===== src/pkg/lcpc_pkg.sv =====
// ==========================================================
// LED channel phase control constants
package lcpc_pkg;

  // ========================================================
  // Bus shape
  localparam int unsigned ADDR_W = 12;
  localparam int unsigned NUM_CH = 6;

  // ========================================================
  // Register indices, byte address is four times the index
  localparam logic [9:0] IDX_CONFIG = 10'h008;
  localparam logic [9:0] IDX_CHAN = 10'h009;
  localparam logic [9:0] IDX_PHASE = 10'h00a;
  localparam logic [9:0] IDX_IRQ_STAT = 10'h00b;
  localparam logic [9:0] IDX_IRQ_MASK = 10'h00c;
  localparam logic [9:0] IDX_PERIOD = 10'h00d;

  // ========================================================
  // Field positions
  localparam int unsigned CFG_VSC_BIT = 0;
  localparam int unsigned CFG_FSW_BIT = 2;
  localparam int unsigned CFG_DRV_LSB = 3;
  localparam int unsigned PH_EVEN_BIT = 7;

  // ========================================================
  // Reset values
  localparam logic [7:0] CFG_RESET = 8'h1f;
  localparam logic [5:0] CHAN_RESET = 6'h3f;
  localparam logic [7:0] PHASE_RESET = 8'h00;
  localparam logic [5:0] IRQ_MASK_RESET = 6'h00;

  // ========================================================
  // Timing
  localparam int unsigned CLK_PERIOD_NS = 40;
  localparam int unsigned PWM_PERIOD_NS = 100000;
  localparam logic [15:0] PERIOD_RESET =
    16'(PWM_PERIOD_NS / CLK_PERIOD_NS);
  localparam logic [22:0] PH_STEP_DIV = 23'h0000ff;

endpackage


===== src/hdl/lcpc_top.sv =====
// Local design decision: the APB register port.
`timescale 1ns/1ps
`default_nettype none
module lcpc_top (
  // Clock and reset
  input wire logic pclk,
  input wire logic presetn,
  // APB slave
  input wire logic psel,
  input wire logic penable,
  input wire logic pwrite,
  input wire logic [lcpc_pkg::ADDR_W-1:0] paddr,
  input wire logic [31:0] pwdata,
  input wire logic [3:0] pstrb,
  output logic [31:0] prdata,
  output logic pready,
  output logic pslverr,
  // Channel fault pins
  input wire logic [lcpc_pkg::NUM_CH-1:0] chan_fault_in,
  // Channel control
  output logic [lcpc_pkg::NUM_CH-1:0] chan_active,
  output logic [lcpc_pkg::NUM_CH-1:0] chan_start,
  // Boost configuration
  output logic [1:0] driver_strength_sel,
  output logic switch_freq_sel,
  output logic short_det_en,
  // Interrupt
  output logic irq
);
  import lcpc_pkg::*;

  // ========================================================
  // Helpers
  // Count of set bits in a channel mask
  function automatic logic [2:0] count_ones(input logic [5:0] m);
    logic [2:0] n;
    n = 3'h0;
    for (int i = 0; i < 6; i++)
    begin
      n = n + {2'h0, m[i]};
    end
    return n;
  endfunction

  // Mask of channels below index k
  function automatic logic [5:0] low_mask(input int k);
    logic [5:0] m;
    m = 6'h00;
    for (int i = 0; i < 6; i++)
    begin
      if (i < k)
      begin
        m[i] = 1'b1;
      end
    end
    return m;
  endfunction

  // ========================================================
  // Registers
  logic [7:0] cfg;
  logic [5:0] chan_en;
  logic [7:0] phase;
  logic [5:0] irq_stat;
  logic [5:0] irq_mask;
  logic [15:0] period;
  logic [5:0] fault;
  logic [5:0] flt_s1;
  logic [5:0] flt_s2;
  logic [15:0] pwm_cnt;
  logic [15:0] step_q;

  // ========================================================
  // APB decode
  logic access;
  logic wr_fire;
  logic [9:0] word_idx;
  logic hit_cfg;
  logic hit_chan;
  logic hit_phase;
  logic hit_stat;
  logic hit_mask;
  logic hit_period;
  logic mapped;
  logic wr_lo;
  logic wr_hi;
  logic [31:0] rd_word;

  // Address compare and write strobes
  assign access = psel & penable;
  assign wr_fire = access & pready & pwrite;
  assign word_idx = paddr[ADDR_W-1:2];
  assign hit_cfg = (word_idx == IDX_CONFIG);
  assign hit_chan = (word_idx == IDX_CHAN);
  assign hit_phase = (word_idx == IDX_PHASE);
  assign hit_stat = (word_idx == IDX_IRQ_STAT);
  assign hit_mask = (word_idx == IDX_IRQ_MASK);
  assign hit_period = (word_idx == IDX_PERIOD);
  assign mapped = hit_cfg | hit_chan | hit_phase | hit_stat |
    hit_mask | hit_period;
  assign wr_lo = wr_fire & pstrb[0];
  assign wr_hi = wr_fire & pstrb[1];

  // ========================================================
  // Channel state
  logic [5:0] ch_live;
  logic [5:0] next_fault;
  logic [5:0] fault_new;
  logic [5:0] stat_clr;
  logic [5:0] next_irq_stat;

  // Enabled and healthy channels
  assign ch_live = chan_en & ~fault;
  // Latch while enabled, drop when the enable bit is cleared
  assign next_fault = (fault | (chan_en & flt_s2)) & chan_en;
  assign fault_new = chan_en & flt_s2 & ~fault;
  assign stat_clr = (wr_lo & hit_stat) ? pwdata[5:0] : 6'h00;
  // New events win over a clear in the same cycle
  assign next_irq_stat = (irq_stat & ~stat_clr) | fault_new;

  // Read data mux, unused bits read zero
  assign rd_word = hit_cfg ? {24'h000000, cfg} :
    hit_chan ? {26'h0000000, ch_live} :
    hit_phase ? {24'h000000, phase} :
    hit_stat ? {26'h0000000, irq_stat} :
    hit_mask ? {26'h0000000, irq_mask} :
    hit_period ? {16'h0000, period} :
    32'h00000000;

  // ========================================================
  // APB answer, one wait state
  always_ff @(posedge pclk or negedge presetn)
  begin
    if (!presetn)
    begin
      pready <= 1'b0;
      prdata <= 32'h00000000;
      pslverr <= 1'b0;
    end
    else
    begin
      pready <= access & ~pready;
      if (access & ~pready)
      begin
        prdata <= pwrite ? 32'h00000000 : rd_word;
        pslverr <= ~mapped;
      end
    end
  end

  // ========================================================
  // Software registers
  always_ff @(posedge pclk or negedge presetn)
  begin
    if (!presetn)
    begin
      cfg <= CFG_RESET;
      chan_en <= CHAN_RESET;
      phase <= PHASE_RESET;
      irq_mask <= IRQ_MASK_RESET;
      period <= PERIOD_RESET;
    end
    else
    begin
      if (wr_lo & hit_cfg)
      begin
        cfg <= pwdata[7:0];
      end
      if (wr_lo & hit_chan)
      begin
        chan_en <= pwdata[5:0];
      end
      if (wr_lo & hit_phase)
      begin
        phase <= pwdata[7:0];
      end
      if (wr_lo & hit_mask)
      begin
        irq_mask <= pwdata[5:0];
      end
      if (wr_lo & hit_period)
      begin
        period[7:0] <= pwdata[7:0];
      end
      if (wr_hi & hit_period)
      begin
        period[15:8] <= pwdata[15:8];
      end
    end
  end

  // ========================================================
  // Fault pin synchroniser
  always_ff @(posedge pclk or negedge presetn)
  begin
    if (!presetn)
    begin
      flt_s1 <= 6'h00;
      flt_s2 <= 6'h00;
    end
    else
    begin
      flt_s1 <= chan_fault_in;
      flt_s2 <= flt_s1;
    end
  end

  // Fault latch, status and interrupt
  always_ff @(posedge pclk or negedge presetn)
  begin
    if (!presetn)
    begin
      fault <= 6'h00;
      irq_stat <= 6'h00;
      irq <= 1'b0;
      chan_active <= 6'h00;
    end
    else
    begin
      fault <= next_fault;
      irq_stat <= next_irq_stat;
      irq <= |(next_irq_stat & irq_mask);
      chan_active <= next_fault ^ chan_en;
    end
  end

  // ========================================================
  // Boost configuration pins
  assign driver_strength_sel = cfg[CFG_DRV_LSB+1:CFG_DRV_LSB];
  assign switch_freq_sel = cfg[CFG_FSW_BIT];
  assign short_det_en = cfg[CFG_VSC_BIT];

  // ========================================================
  // Phase step
  logic [2:0] n_live;
  logic [15:0] even_step;
  logic [22:0] prog_prod;
  logic [22:0] prog_step;
  logic [15:0] next_step;
  logic cnt_wrap;
  logic [15:0] next_cnt;

  // Step from count of live channels or from the programmed value
  assign n_live = count_ones(ch_live);
  assign even_step = (n_live == 3'h0) ? 16'h0000 :
    period / {13'h0000, n_live};
  assign prog_prod = {16'h0000, phase[6:0]} * {7'h00, period};
  assign prog_step = prog_prod / PH_STEP_DIV;
  assign next_step = phase[PH_EVEN_BIT] ? even_step :
    prog_step[15:0];
  // Period counter runs 0 to period-1
  assign cnt_wrap = (period < 16'h0002) ||
    (pwm_cnt >= 16'(period - 16'h0001));
  assign next_cnt = cnt_wrap ? 16'h0000 : 16'(pwm_cnt + 16'h0001);

  // Counter, step taken only at the period boundary
  always_ff @(posedge pclk or negedge presetn)
  begin
    if (!presetn)
    begin
      pwm_cnt <= 16'h0000;
      step_q <= 16'h0000;
    end
    else
    begin
      pwm_cnt <= next_cnt;
      if (cnt_wrap)
      begin
        step_q <= next_step;
      end
    end
  end

  // ========================================================
  // Per channel start points
  logic [5:0] start_hit;

  for (genvar k = 0; k < NUM_CH; k++)
  begin : g_ch
    logic [2:0] rank;
    logic [18:0] delay;
    // Rank among live channels of lower index
    assign rank = count_ones(ch_live & low_mask(k));
    assign delay = {16'h0000, rank} * {3'h0, step_q};
    // Beyond one period no start occurs
    assign start_hit[k] = ch_live[k] &
      (delay == {3'h0, pwm_cnt});
  end

  // Registered start pulses
  always_ff @(posedge pclk or negedge presetn)
  begin
    if (!presetn)
    begin
      chan_start <= 6'h00;
    end
    else
    begin
      chan_start <= start_hit;
    end
  end

endmodule
`default_nettype wire


===== config.mk =====
export PLATFORM = sky130hd
export DESIGN_NAME = lcpc_top
export DESIGN_NICKNAME = d
export VERILOG_FILES = /design/src/pkg/lcpc_pkg.sv /design/src/hdl/lcpc_top.sv
export SDC_FILE = /design/constraint.sdc
export NUM_CORES = 1
export LEC_CHECK = 0
export BUFFER_PORTS_ARGS = -buffer_cell sky130_fd_sc_hd__buf_2
export CORE_MARGIN = 1.5
export CORE_UTILIZATION = 32
export CTS_CLUSTER_DIAMETER = 80
export DETAILED_ROUTE_END_ITERATION = 10
export PLACE_DENSITY = 0.44
export REMOVE_ABC_BUFFERS = 1
export SYNTH_ARGS = -nofsm -noshare
export SYNTH_HDL_FRONTEND = slang
export SYNTH_SLANG_ARGS = --single-unit
export TNS_END_PERCENT = 20

===== constraint.sdc =====
create_clock -name pclk -period 30.9 [get_ports pclk]
set_input_delay 1.545 -clock pclk [delete_from_list [all_inputs] [get_ports pclk]]
set_output_delay 1.545 -clock pclk [all_outputs]
set_load 0.01 [all_outputs]

==> results.yml <==
final_layout:
  area_growth_pct: 8.23
  fin_nets: 3200
  fill_cells: 7575
  final_util_pct: 34.9
  drive_gt1_share_pct: 11.5
global_route:
  grt_max_degree: 73
  top_usage_layer: "met2"
  grt_use_met3_pct: 1.55
  grt_pass1_wl_mm: 121
  grt_use_met1_pct: 26.1
  antenna_found_initial: 1
  grt_pass1_vias: 21757
  grt-ovfl-total: 0
  use_met2_pct: 35.9
  groute.usage.overall_pct: 20.2
floorplanning:
  die_area_mm2: 0.0750
  io_pins: 110
  die_h_um: 274
  start_util_pct: 32.3
  num_rows: 99
  fp.dieW_um: 274
  core_mm2: 0.0727
sta:
  max_freq_ghz: 0.0355
  maxSlewViolCount: 0
  tightestPinTransition_ns: 1.14
  min_period_over_period_pct: 91.3
  hold_slack_ns: 0.350
  setup_viol: 0
  slew-limit-headroom_pct: 23.1
  skew_ns: 0.0244
  post-route-min-period_ns: 28.21
  hold_violations: 0
synthesis:
  synth_top_area_share_pct: 12.3
  synth_edf_count: 0
  synth_most_common_cell: "and2_1"
  synth.largest_area_cell: "dfrtp_1"
  syn_avg_cell_area_um2: 8.25
  async_reset_ff_share_pct: 100
  yosys-top-cells-count: "and2_1, nor2_1, nand2_1"
  synthTopCellsByArea: "dfrtp_1, fa_1, ha_1"
  yosysUniqueCellTypes: 124
  ys_ff_latch: 131
  seq_area_frac_synth_pct: 14.1
  ys.flop_type: "dfrtp_1"
  syn_area_mm2: 0.0235
  syn_inst: 2844
  yosys_warnings: 0
critical_path:
  cp_max_fo: 18
  crit_top_cell: "ha_1"
  crit_type: "flip-flop to flip-flop"
  critical_path_arrival_ns: 28.54
  crit_path_start_kind: "flip-flop"
  crit_slowest_cell: "fa_2"
  cp.required_ns: 31.23
  crit_path_max_incr_delay_ns: 0.63
  cp-end-kind: "flip-flop"
cts:
  clk_latency_ns: 0.45
  cts_tree: "done"
  cts.clk_slew.worst_paths_ns: 0.09
  clock-sinks: 131
  htreeDepth: 4
  numCtsBuffers: 17
  cts_buffer_depth: 2
  cts_root_buffer: "clkbuf_16"
  hold_buffers: 0
drt:
  final_antenna_net_count: 0
  drc_errors: 0
  first_iter_violations: 1289
  dr.pass1.iters: 5
  post_drt_wl_per_cell_um: 19.9
  vias_per_cell: 5.67
  drt-total-wl_mm: 76.0
  num_vias: 21614
power:
  ir_drop_mv: 0.0408
  p_per_area_mw_per_mm2: 15.9
  cellLeakagePower_nw: 11.5
placement:
  hpwl_mm: 59.3
  gp_congestion: 0.839
  io_buffers: 73
hold_path:
  hold_path_class: "flip-flop to flip-flop"
run_status:
  status: "complete, no violations"
run:
  drv_cap: 0
-- layer usage --
metal | vias to the layer above | part of all wire, % | wire, um
met5 | - | 0 | 0
met4 | 0 | 2.4 | 1830
met3 | 111 | 2.7 | 2070
met2 | 378 | 49 | 37400
met1 | 10794 | 46 | 34800
li1 | 10331 | - | -
-- layout by cell type (no fill, tap or decap), drive strengths merged, types with 20 or more instances in the layout --
cell type	Yosys	final
and2	272	272
nor2	205	205
nand2	187	187
ha	185	185
xnor2	170	170
a21oi	137	137
o21ai	120	120
fa	117	117
dfrtp	115	115
buf	52	110
a21o	108	108
nor3	102	102
inv	90	99
nand3	66	66
xor2	55	55
mux2	49	49
nor4	43	43
o21a	42	42
nand4	42	42
mux2i	37	37
a211oi	34	34
or3	33	33
nor2b	33	33
a31oi	33	33
o211ai	29	29
nand2b	28	28
and3	23	23
o22ai	20	20
-- state kept, by name (all words and copies together), names as in the netlist, 8 cells and up --
| name | cells |
|---|---|
| step_q | 16 |
| prdata | 16 |
| cfg | 8 |
| pwm_cnt | 16 |
| phase | 8 |
| period | 16 |
-- worst paths after layout --
path,slack (ns),to,startpoint,cells after the start
setup / recovery,2.69,step_q[0],chan_en[0],126
hold / removal,0.35,flt_s2[4],flt_s1[4],0
setup reg to reg,2.69,step_q[0],chan_en[0],126
hold reg to reg,0.35,flt_s2[4],flt_s1[4],0
max in group asynchronous,28.40,step_q[4],presetn,2
min in group asynchronous,1.07,prdata[13],presetn,1
-- through the flow --
stage	instance area [um2]	setup TNS (ns)	power, mW	cells	setup slack, ns
2_1_floorplan	22800	0	0.189	2710	4.49
3_3_place_gp	24700	0	0.201	3773	1.11
3_5_place_dp	24700	0	0.201	3773	0.526
4_1_cts	25300	0	0.409	3805	0.435
5_1_grt	25400	-0.00790	0.419	3812	-0.00790
6_report	25400	0	0.405	3813	2.69
-- logic make-up (layout without fill, tap and decap cells) --
family,count (synthesis),count (layout),synth area share (%)
AND/OR/NAND/NOR,1111,1111,26.0
adder cells (fa/ha/maj),304,304,19.9
AO/OA/AOI/OAI,745,745,23.0
buffers and inverters,240,233,4.35
other,1,18,0.0160
XOR/XNOR,226,226,8.63
flip-flops,131,131,14.1
multiplexers,86,86,3.98
-- critical path, delay by kind of cell, from the launching register on --
kind,cells,cell delay (ns)
flops,1,0.54
xor+xnor,1,0.45
mux,6,1.64
fa+ha+maj,20,6.18
compound gates,43,8.58
buf+inv,10,1.47
simple gates,46,9.23
-- what timing repair did --
action | in CTS | in global routing
buffers inserted | 0 | 6
gates resized for setup | 0 | 26
endpoints found under the setup margin | 0 | 2
-- power breakdown --
part	internal (mW)	switching, mW
registers	0.173	0.000855
clock network	0.115	0.0923
logic	0.00756	0.0170
-- area by class of cell --
class                      instances  area [um2]  share of cell area, %
multi-input combinational       2488       19300                   76.1
sequential                       131        3300                   13.0
tap                              959        1200                   4.72
timing repair buffer             110         649                   2.56
clock buffer                      17         425                   1.67
inverter                          91         342                   1.34
clock inverter                    15         163                  0.640
antenna                            2        5.00                 0.0197
Power figures use the tool's default switching activity.
